==> src/bus_cfg_map.svh <==
// Constants for the bus address and power-on request block
`ifndef BUS_CFG_MAP_SVH
`define BUS_CFG_MAP_SVH
`define ADDR_WIDTH 5
`define ADDR_MAX 5'h1E
`define ADDR_RESET 5'h00
`define PON_ENABLE_LEVEL 1'h0
`define REMOTE_START_LEVEL 1'h0
`define SETTLE_NS 40
`define SETTLE_CYCLES ((`SETTLE_NS + 4) / 5)
`define CMD_SEP 8'h3B
`define CHAR_V 8'h56
`define CHAR_I 8'h49
`define CHAR_S 8'h53
`define CHAR_E 8'h45
`define CHAR_T 8'h54
`define CASE_BIT 8'h20
`define VAL_WIDTH 16
`endif

==> src/bus_cfg_pkg.sv <==
// Types for the bus address and power-on request block
package bus_cfg_pkg;
	typedef struct packed {
		logic [4:0] addr_switch;
		logic power_on_request_option;
		logic start_mode_select;
	} rear_config_switch_bank_t;
	typedef struct packed {
		logic [15:0] voltage;
		logic [15:0] current;
		logic voltage_load;
		logic current_load;
	} setpoint_t;
	typedef enum logic [2:0] {
		P_IDLE = 3'h0,
		P_S = 3'h1,
		P_E = 3'h3,
		P_T = 3'h2,
		P_VAL = 3'h6,
		P_SKIP = 3'h7
	} parse_state_t;
endpackage

==> src/cmd_parser.sv <==
// Command string parser for setpoint commands
`timescale 1ns/1ps
`include "bus_cfg_map.svh"
module cmd_parser
	import bus_cfg_pkg::*;
(
	input wire logic clk,
	input wire logic srst,
	input wire logic char_valid,
	input wire logic [7:0] char_data,
	output setpoint_t setpoints
);
	parse_state_t state;
	parse_state_t next_state;
	logic is_volt;
	logic next_is_volt;
	logic [15:0] acc;
	logic [15:0] next_acc;
	setpoint_t next_setpoints;
	logic [7:0] up;

	// Fold lower case onto upper case
	function automatic logic [7:0] to_upper(input logic [7:0] c);
		if (c >= 8'h61 && c <= 8'h7A)
			to_upper = c & ~`CASE_BIT;
		else
			to_upper = c;
	endfunction

	always_comb
	begin
		up = to_upper(char_data);
		next_state = state;
		next_is_volt = is_volt;
		next_acc = acc;
		next_setpoints = setpoints;
		next_setpoints.voltage_load = 1'b0;
		next_setpoints.current_load = 1'b0;
		if (char_valid)
		begin
			unique case (state)
				P_IDLE:
				begin
					next_acc = 16'h0000;
					if (up == `CHAR_V || up == `CHAR_I)
					begin
						next_is_volt = (up == `CHAR_V);
						next_state = P_S;
					end
					else if (up != `CMD_SEP)
						next_state = P_SKIP;
				end
				P_S:
					next_state = (up == `CHAR_S) ? P_E : P_SKIP;
				P_E:
					next_state = (up == `CHAR_E) ? P_T : P_SKIP;
				P_T:
					next_state = (up == `CHAR_T) ? P_VAL : P_SKIP;
				P_VAL:
				begin
					if (up >= 8'h30 && up <= 8'h39)
						next_acc = 16'((acc * 16'h000A) + {8'h00, up - 8'h30});
					else if (up == `CMD_SEP)
					begin
						next_state = P_IDLE;
						if (is_volt)
						begin
							next_setpoints.voltage = acc;
							next_setpoints.voltage_load = 1'b1;
						end
						else
						begin
							next_setpoints.current = acc;
							next_setpoints.current_load = 1'b1;
						end
					end
					else if (up != 8'h20)
						next_state = P_SKIP;
				end
				P_SKIP:
					if (up == `CMD_SEP)
						next_state = P_IDLE;
				default:
					next_state = P_IDLE;
			endcase
		end
	end

	always_ff @(posedge clk)
	begin
		if (srst)
		begin
			state <= P_IDLE;
			is_volt <= 1'b0;
			acc <= 16'h0000;
			setpoints <= '0;
		end
		else
		begin
			state <= next_state;
			is_volt <= next_is_volt;
			acc <= next_acc;
			setpoints <= next_setpoints;
		end
	end
endmodule

==> src/bus_cfg_top.sv <==
// Bus address straps, power-on request and remote start for the supply
`timescale 1ns/1ps
`include "bus_cfg_map.svh"
module bus_cfg_top
	import bus_cfg_pkg::*;
(
	input wire logic clk,
	input wire logic srst,
	input rear_config_switch_bank_t rear_config_switch_bank,
	input wire logic bus_addr_valid,
	input wire logic [4:0] bus_addr,
	input wire logic serial_poll,
	input wire logic char_valid,
	input wire logic [7:0] char_data,
	output logic [4:0] primary_address,
	output logic address_valid,
	output logic addressed,
	output logic service_request,
	output logic request_indicator,
	output logic remote_mode_indicator,
	output logic ready,
	output logic [15:0] voltage_setpoint,
	output logic [15:0] current_setpoint
);
	// =====================================
	// Power-on sampling
	logic [3:0] settle;
	logic [3:0] next_settle;
	logic [4:0] next_primary_address;
	logic next_address_valid;
	logic next_ready;
	logic sample;
	logic pon_enabled;
	logic next_service_request;
	logic next_remote_mode_indicator;
	logic next_addressed;
	logic [4:0] addr_bits;
	setpoint_t setpoints;
	logic char_ok;
	logic [15:0] next_voltage_setpoint;
	logic [15:0] next_current_setpoint;

	// Address from switches, bit0 is the lowest switch
	function automatic logic [4:0] switch_addr(input logic [4:0] sw);
		switch_addr = sw;
	endfunction

	always_comb
	begin
		next_settle = settle;
		sample = 1'b0;
		next_ready = ready;
		if (!ready)
		begin
			// Counter sized to hold the full settle count
			if (settle == 4'(`SETTLE_CYCLES))
			begin
				sample = 1'b1;
				next_ready = 1'b1;
			end
			else
				next_settle = settle + 4'h1;
		end
	end

	// =====================================
	// Strap capture and request
	always_comb
	begin
		addr_bits = switch_addr(rear_config_switch_bank.addr_switch);
		pon_enabled = (rear_config_switch_bank.power_on_request_option ==
			`PON_ENABLE_LEVEL);
		next_voltage_setpoint = voltage_setpoint;
		next_current_setpoint = current_setpoint;
		if (setpoints.voltage_load)
			next_voltage_setpoint = setpoints.voltage;
		if (setpoints.current_load)
			next_current_setpoint = setpoints.current;
		next_primary_address = primary_address;
		next_address_valid = address_valid;
		next_service_request = service_request;
		next_remote_mode_indicator = remote_mode_indicator;
		if (sample)
		begin
			next_primary_address = addr_bits;
			next_address_valid = (addr_bits <= `ADDR_MAX);
			next_remote_mode_indicator =
				(rear_config_switch_bank.start_mode_select ==
				`REMOTE_START_LEVEL);
		end
		if (serial_poll && ready)
			next_service_request = 1'b0;
		if (sample && pon_enabled)
			next_service_request = 1'b1;
		next_addressed = ready && address_valid && bus_addr_valid &&
			(bus_addr == primary_address);
	end

	always_ff @(posedge clk)
	begin
		// Reset doubles as brownout reinit, so straps are retaken
		if (srst)
		begin
			settle <= 4'h0;
			ready <= 1'b0;
			primary_address <= `ADDR_RESET;
			address_valid <= 1'b0;
			service_request <= 1'b0;
			request_indicator <= 1'b0;
			remote_mode_indicator <= 1'b0;
			addressed <= 1'b0;
			voltage_setpoint <= 16'h0000;
			current_setpoint <= 16'h0000;
		end
		else
		begin
			settle <= next_settle;
			ready <= next_ready;
			primary_address <= next_primary_address;
			address_valid <= next_address_valid;
			service_request <= next_service_request;
			request_indicator <= next_service_request;
			remote_mode_indicator <= next_remote_mode_indicator;
			addressed <= next_addressed;
			voltage_setpoint <= next_voltage_setpoint;
			current_setpoint <= next_current_setpoint;
		end
	end

	// Commands only while addressed
	assign char_ok = char_valid && addressed;

	cmd_parser u_parser (
		.clk(clk),
		.srst(srst),
		.char_valid(char_ok),
		.char_data(char_data),
		.setpoints(setpoints)
	);

	// =====================================
	// Checks
	property p_lamp_follows;
		@(posedge clk) disable iff (srst)
		request_indicator == service_request;
	endproperty
	a_lamp_follows: assert property (p_lamp_follows)
		else $error("request indicator differs from request");

	property p_poll_clears;
		@(posedge clk) disable iff (srst)
		(serial_poll && ready && !sample) |=> !service_request;
	endproperty
	a_poll_clears: assert property (p_poll_clears)
		else $error("serial poll did not clear request");

	property p_raise;
		@(posedge clk) disable iff (srst)
		(sample && !rear_config_switch_bank.power_on_request_option)
		|=> service_request;
	endproperty
	a_raise: assert property (p_raise)
		else $error("power-on request not raised");

	property p_disabled;
		@(posedge clk) disable iff (srst)
		(sample && rear_config_switch_bank.power_on_request_option)
		|=> $stable(service_request);
	endproperty
	a_disabled: assert property (p_disabled)
		else $error("disabled option raised request");

	property p_addr;
		@(posedge clk) disable iff (srst)
		sample |=> primary_address ==
			$past(rear_config_switch_bank.addr_switch);
	endproperty
	a_addr: assert property (p_addr)
		else $error("address not taken from switches");

	property p_valid;
		@(posedge clk) disable iff (srst)
		address_valid |-> primary_address != 5'h1F;
	endproperty
	a_valid: assert property (p_valid)
		else $error("all-ones address marked valid");

	property p_match;
		@(posedge clk) disable iff (srst)
		addressed |-> $past(bus_addr) == primary_address;
	endproperty
	a_match: assert property (p_match)
		else $error("addressed on foreign address");

	property p_quiet;
		@(posedge clk) disable iff (srst)
		!ready |=> !addressed;
	endproperty
	a_quiet: assert property (p_quiet)
		else $error("responded before straps sampled");

	property p_remote;
		@(posedge clk) disable iff (srst)
		(sample && !rear_config_switch_bank.start_mode_select)
		|=> remote_mode_indicator;
	endproperty
	a_remote: assert property (p_remote)
		else $error("remote indicator not lit");
endmodule

==> config.mk <==
export PLATFORM = sky130hd
export DESIGN_NAME = bus_cfg_top
export DESIGN_NICKNAME = d
export VERILOG_FILES = /design/src/bus_cfg_pkg.sv /design/src/cmd_parser.sv /design/src/bus_cfg_top.sv
export VERILOG_INCLUDE_DIRS = /design/src
export SDC_FILE = /design/constraint.sdc
export NUM_CORES = 1
export LEC_CHECK = 0
export ABC_AREA = 1
export ABC_CLOCK_PERIOD_IN_PS = 2600
export BUFFER_PORTS_ARGS = -buffer_cell sky130_fd_sc_hd__clkbuf_2
export CORE_ASPECT_RATIO = 1.5
export CORE_MARGIN = 8
export CORE_UTILIZATION = 29
export CTS_BUF_LIST = sky130_fd_sc_hd__clkbuf_8
export DETAILED_ROUTE_END_ITERATION = 12
export PLACE_DENSITY_LB_ADDON = 0.2
export SYNTH_ARGS = -nofsm -noshare
export SYNTH_HDL_FRONTEND = slang
export SYNTH_SLANG_ARGS = --single-unit
==> constraint.sdc <==
create_clock -name clk -period 2.6 [get_ports clk]
set_input_delay 0.26 -clock clk [delete_from_list [all_inputs] [get_ports clk]]
set_output_delay 0.26 -clock clk [all_outputs]
set_load 0.01 [all_outputs]
-- Word-level counts from Yosys, hierarchy flattened
Cells that the tools add are included.
- output and inout bits: 43
- bits of input ports: 25
- logic and storage cells: 93
- register bits: 100
- equal/unequal tests: 20
- muxes and demuxes: 20
- multipliers: 1
- reductions and logical operators: 19
- add/subtract/negate cells: 3
- bitwise logic cells: 9
- $lt $le $gt $ge: 5
- operator list (cell ; count):
    $eq A8 B7 Y1 const B ; 5
    $pmux W16 S2 ; 1
    $mux W3 ; 8
    $pmux W3 S6 ; 1
    $add A16 B8 Y16 ; 1
    $mul A16 B3 Y15 const B ; 1
    $mux W16 ; 1
    $ne A8 B6 Y1 const B ; 2
    $reduce_and A5 Y1 ; 3
    $not A1 Y1 ; 9
    $eq A8 B6 Y1 const B ; 1
    $ge A8 B6 Y1 const B ; 1
    $ge A8 B7 Y1 const B ; 1
    $le A8 B6 Y1 const B ; 1
    $le A8 B7 Y1 const B ; 1
    $logic_and A1 B1 Y1 ; 8
    $mux W1 ; 8
    $sub A8 B6 Y8 const B ; 1
    $eq A3 B2 Y1 const B ; 2
    $eq A3 B3 Y1 const B ; 2
    $mux W6 ; 1
    $ne A3 B1 Y1 const B ; 2
    $reduce_and A3 Y1 ; 2
    $eq A5 B5 Y1 ; 1
    other kinds (11) ; 13

-- Longest topological paths before layout
- depth in word-level cells: 8
- gate-level depth with buffers: 22
- mapped depth without buffers: 22

-- Modules after synthesis
From an unflattened synthesis, not the netlist that was laid out.
- cells, all modules: 788
- area, all modules: 5480.3 sq um
- modules (own cells, without submodules) (module ; seq. area each (sq um) ; area each (sq um) ; times used ; cells an instance):
    cmd_parser ; 1081.0 ; 3623.5 ; 1 ; 535
    bus_cfg_top ; 920.9 ; 1856.8 ; 1 ; 253

-- Worst setup path after synthesis
OpenSTA, ideal clock, no wires.
- path type: register to register
- start point: register u_parser.acc[1]
- end point: register u_parser.acc[13]
- cell stages (with the launch flop): 19
- arrival: 2.658 ns
- path slack: -0.125 ns
- clock period less this slack: 2.725 ns
- library setup time: 0.066 ns
- buffers on the path: 0
- required time: 2.534 ns
- path through: dfxtp_1 > ha_1 > ha_1 > inv_1 > fa_1 > inv_1 > ha_1 > nand2_1 > nor2_1 > nand2_1 > nand3_1 > nand2_1 > nand2_1 > nand2_2 > nor2_4 > nand2_2 > o21ai_1 > nand2_1 > a21oi_2
- longest elaborated chain between the ends: 4
- RTL lines (what ; RTL line ; RTL):
    start: declaration ; cmd_parser.sv:17 ; logic [15:0] acc;
    start signal: assignment ; cmd_parser.sv:102 ; acc <= next_acc;
    $mul A16 B3 Y15 ; cmd_parser.sv:62 ; next_acc = 16'((acc * 16'h000A) + {8'h00, up - 8'h30});
    $add A16 B8 Y16 ; cmd_parser.sv:62 ;
    $mux W16 ; cmd_parser.sv:61 ; if (up >= 8'h30 && up <= 8'h39)
    $pmux W16 S2 ; cmd_parser.sv:41 ; unique case (state)
No other way between the ends. The select of a mux whose other input is x is not followed.
A chain may end at the register's enable or synchronous reset.

-- Worst setup path after layout
- start point: register u_parser.acc[3]
- end point: register u_parser.acc[14]
Same word-level chain as after synthesis.

==> flow_metrics.py <==
metrics = {
    "status": {
        "run_status": "complete, but fails checks",
        "failing_checks": "negative setup slack",
    },
    "drt": {
        "detailroute.via_count": 4921,
        "vias_per_cell": 4.66,
        "final_routed_drc_violation_total": 0,
        "detail_route.iter0.violations": 262,
        "ant_nets": 0,
        "routed_wirelength_microns": 14200,
        "wl_per_cell_microns": 13.4,
        "drt_pass1_iterations": 4,
    },
    "synth": {
        "netlist_top_cells_area": "sky130_fd_sc_hd__dfxtp_1 39%, sky130_fd_sc_hd__o21ai_0 9.8%, sky130_fd_sc_hd__a21oi_1 9.6%",
        "synth.top_cell.area_share": 0.386,
        "synth.distinct_cells": 33,
        "synth_seq_area_share": 0.386,
        "synthesis.instances": 725,
        "yosysTopAreaCell": "sky130_fd_sc_hd__dfxtp_1",
        "yosys_register_bits": 100,
        "yosysWarningCount": 0,
        "postSynthNetCount": 784,
        "syn-mean-instance-area_sq_um": 7.16,
        "synth_area_sq_um": 5190,
    },
    "cts": {
        "htreeDepth": 3,
        "cts.clk_slew.worst_paths_ns": 0.11,
        "cts_tree": "yes",
        "tritoncts.num_buffers": 9,
        "max-clock-path-buffers": 2,
        "postCtsHoldBufs": 0,
        "numClockSinks": 100,
        "clock_latency_ns": 0.38,
        "cts_root_buf": "sky130_fd_sc_hd__clkbuf_8",
    },
    "sta": {
        "slew_hr": 0.380,
        "maxClockFrequency_mhz": 373,
        "fin_crit_sh": 1.03,
        "finalHoldWorstSlack_ns": 0.0422,
        "worst_pin_slew_ns": 0.929,
        "finClkSkew_ns": 0.0227,
        "grt_setup_unrepaired": "true",
        "post-route-min-period_ns": 2.68,
        "timing.final.hold_violations": 0,
        "report.final.slew_viol_count": 0,
        "smallest_setup_slack_after_layout_ns": -0.0843,
        "setup_viol_count_final": 8,
    },
    "worst_setup_path": {
        "timing.setup.critical_path_class": "reg -> reg",
        "crit_required_ns": 2.87,
        "crit_path_end_kind": "flip-flop",
        "path_max_fanout": 4,
        "timing.critical_path.arrival_ns": 2.95,
        "timing.critical_path.from_type": "flip-flop",
    },
    "die": {
        "chipHeight_microns": 180,
        "fp.coreArea_sq_um": 17700,
        "die_width_microns": 125,
        "initial_core_util": 0.293,
        "fp-row-count": 60,
        "fp.dieArea_sq_um": 22500,
        "top_level_ports": 68,
    },
    "grt": {
        "grt_first_pass_wirelength_microns": 23300,
        "antenna_found_initial": 0,
        "gr-total-overflow": 0,
        "first_global_vias": 4818,
        "largest_net_degree_at_the_start_of_global_routing": 34,
        "global_route.usage.total": 0.127,
    },
    "run": {
        "cap_violations": 0,
    },
    "hold_path": {
        "hold_path.class": "in -> reg",
    },
    "power_and_ir_drop": {
        "power.density_nw_per_um2": 417,
        "p_leak_nw": 3.03,
        "irDropWorstVdd_v": 0.000204,
    },
    "cells_and_area": {
        "finish.net_count": 894,
        "utilization": 0.374,
        "layout-drive-gt1-share": 0.252,
        "finalInstanceArea_sq_um": 6620,
        "synthToLayoutAreaGrowth_pct": 27.6,
        "diodes": 0,
    },
    "place": {
        "detailedPlacementHpwl_microns": 11000,
        "gpl.final_weighted_congestion": 0.836,
        "placedInstanceArea_sq_um": 6090,
        "portBuffers": 67,
    },
}
## worst paths after layout
kind / startpoint / to / slack (ns) / depth (start not counted)
setup / recovery: u_parser.acc[3]$_SDFFE_PP0P_ / u_parser.acc[14]$_SDFFE_PP0P_ / -0.08 / 17
setup reg to reg: u_parser.acc[3]$_SDFFE_PP0P_ / u_parser.acc[14]$_SDFFE_PP0P_ / -0.08 / 17
hold / removal: rear_config_switch_bank[0] / remote_mode_indicator$_SDFFE_PP0P_ / 0.04 / 2
hold reg to reg: u_parser.setpoints[21]$_SDFFE_PP0P_ / voltage_setpoint[3]$_SDFFE_PP0P_ / 0.45 / 2
## synthesized netlist by cell type
library cell / count
sky130_fd_sc_hd__a22o_1: 2
sky130_fd_sc_hd__buf_4: 2
sky130_fd_sc_hd__or2_2: 1
sky130_fd_sc_hd__xor2_1: 5
sky130_fd_sc_hd__nand2_1: 106
sky130_fd_sc_hd__nand3_1: 37
sky130_fd_sc_hd__xnor2_1: 2
sky130_fd_sc_hd__nor2_4: 4
sky130_fd_sc_hd__xor2_2: 1
sky130_fd_sc_hd__inv_2: 6
sky130_fd_sc_hd__nand2_2: 8
sky130_fd_sc_hd__nor2_2: 3
sky130_fd_sc_hd__dfxtp_1: 100
sky130_fd_sc_hd__o21ai_0: 102
sky130_fd_sc_hd__or4_1: 1
sky130_fd_sc_hd__nor2_1: 50
sky130_fd_sc_hd__clkbuf_1: 21
sky130_fd_sc_hd__a211oi_1: 1
sky130_fd_sc_hd__o21bai_1: 3
sky130_fd_sc_hd__buf_2: 4
sky130_fd_sc_hd__a31oi_1: 1
sky130_fd_sc_hd__fa_1: 2
sky130_fd_sc_hd__a21oi_1: 100
sky130_fd_sc_hd__o21ai_1: 4
sky130_fd_sc_hd__o21ai_2: 1
sky130_fd_sc_hd__nand3_2: 1
sky130_fd_sc_hd__inv_1: 99
sky130_fd_sc_hd__o22ai_1: 2
sky130_fd_sc_hd__nand4_1: 13
sky130_fd_sc_hd__o211ai_1: 2
sky130_fd_sc_hd__a21oi_2: 1
sky130_fd_sc_hd__ha_1: 32
sky130_fd_sc_hd__nor3_1: 8
## report_power, final
group / switching (W) / internal [W] / total [W]
Combinational: 0.000101 / 0.0000809 / 0.000182
Sequential: 0.00000414 / 0.00153 / 0.00154
Clock: 0.000543 / 0.000500 / 0.00104
Total: 0.000649 / 0.00211 / 0.00276
## metrics by stage
step                      total power, W  cells  worst slack (ns)  TNS, ns
after global routing             0.00289   1057            -0.235    -1.30
after detailed placement         0.00174   1030            -0.125   -0.435
after floorplan                  0.00166    725            0.0275        0
after global placement           0.00174   1030           -0.0527   -0.178
after CTS                        0.00279   1049           -0.0839   -0.186
final                            0.00276   1057           -0.0843   -0.321
## cell families (layout without fill, tap and decap cells)
logic type / Yosys count / in the layout / synth area share
flops: 100 / 100 / 0.386
compound gates: 219 / 219 / 0.218
simple gates: 232 / 232 / 0.199
xor+xnor: 8 / 8 / 0.0150
fa+ha+maj: 34 / 34 / 0.0849
buf+inv: 132 / 247 / 0.0979
## critical path: stages (launching register included)
cell	delay [ns]
sky130_fd_sc_hd__dfxtp_4	0.37
sky130_fd_sc_hd__ha_4	0.27
sky130_fd_sc_hd__ha_4	0.13
sky130_fd_sc_hd__inv_2	0.04
sky130_fd_sc_hd__fa_2	0.38
sky130_fd_sc_hd__xnor2_4	0.15
sky130_fd_sc_hd__ha_4	0.29
sky130_fd_sc_hd__buf_6	0.09
sky130_fd_sc_hd__nand2_2	0.05
sky130_fd_sc_hd__inv_2	0.06
sky130_fd_sc_hd__nand4_1	0.11
sky130_fd_sc_hd__nand2_2	0.11
sky130_fd_sc_hd__nand2_2	0.07
sky130_fd_sc_hd__nor2_4	0.13
sky130_fd_sc_hd__buf_4	0.13
sky130_fd_sc_hd__nand3_1	0.06
sky130_fd_sc_hd__nand3_1	0.09
sky130_fd_sc_hd__a21oi_1	0.06
## state kept, by name, indices dropped and copies added, names as in the netlist
signal,count
u_parser.setpoints,34
current_setpoint,16
u_parser.acc,16
voltage_setpoint,16
primary_address,5
settle,4
u_parser.state,3
address_valid,1
addressed,1
ready,1
remote_mode_indicator,1
request_indicator,1
u_parser.is_volt,1
## metal layers
layer  track usage  wire length, microns  vias up
li1              -                     -     2621
met1         0.132                  5730     2210
met2         0.241                  7640       67
met3        0.0190                   378       23
met4        0.0607                   462        0
met5             0                     0        -
## layout make-up
cell class / instances / area, sq um
Tap cell: 217 / 272
Fill cell: 1919 / 11100
Multi-Input combinational cell: 493 / 2950
Clock inverter: 5 / 57.6
Clock buffer: 11 / 151
Timing Repair Buffer: 126 / 786
Sequential cell: 100 / 2010
Inverter: 105 / 394
## cells in the final DEF (no fill, tap or decap), types with 5 or more instances in the layout
cell	synthesis	routed
sky130_fd_sc_hd__nor3_1	8	8
sky130_fd_sc_hd__nor2_1	50	49
sky130_fd_sc_hd__nor2_4	4	5
sky130_fd_sc_hd__inv_2	6	11
sky130_fd_sc_hd__clkbuf_2	0	67
sky130_fd_sc_hd__inv_1	99	94
sky130_fd_sc_hd__nand2_1	106	98
sky130_fd_sc_hd__clkbuf_8	0	11
sky130_fd_sc_hd__a21oi_2	1	5
sky130_fd_sc_hd__buf_4	2	57
sky130_fd_sc_hd__nand3_2	1	5
sky130_fd_sc_hd__nand3_1	37	31
sky130_fd_sc_hd__a21oi_1	100	96
sky130_fd_sc_hd__ha_4	0	9
sky130_fd_sc_hd__ha_1	32	21
sky130_fd_sc_hd__o21ai_0	102	101
sky130_fd_sc_hd__nand2_2	8	13
sky130_fd_sc_hd__dfxtp_1	100	97
sky130_fd_sc_hd__nand4_1	13	13
## what timing repair did
item                       CTS  global route
buffers inserted             3             8
resized for setup            9            39
pin swaps                   11            21
setup endpoints to repair    6             9
No activity file was read; power rests on OpenSTA's default activity.
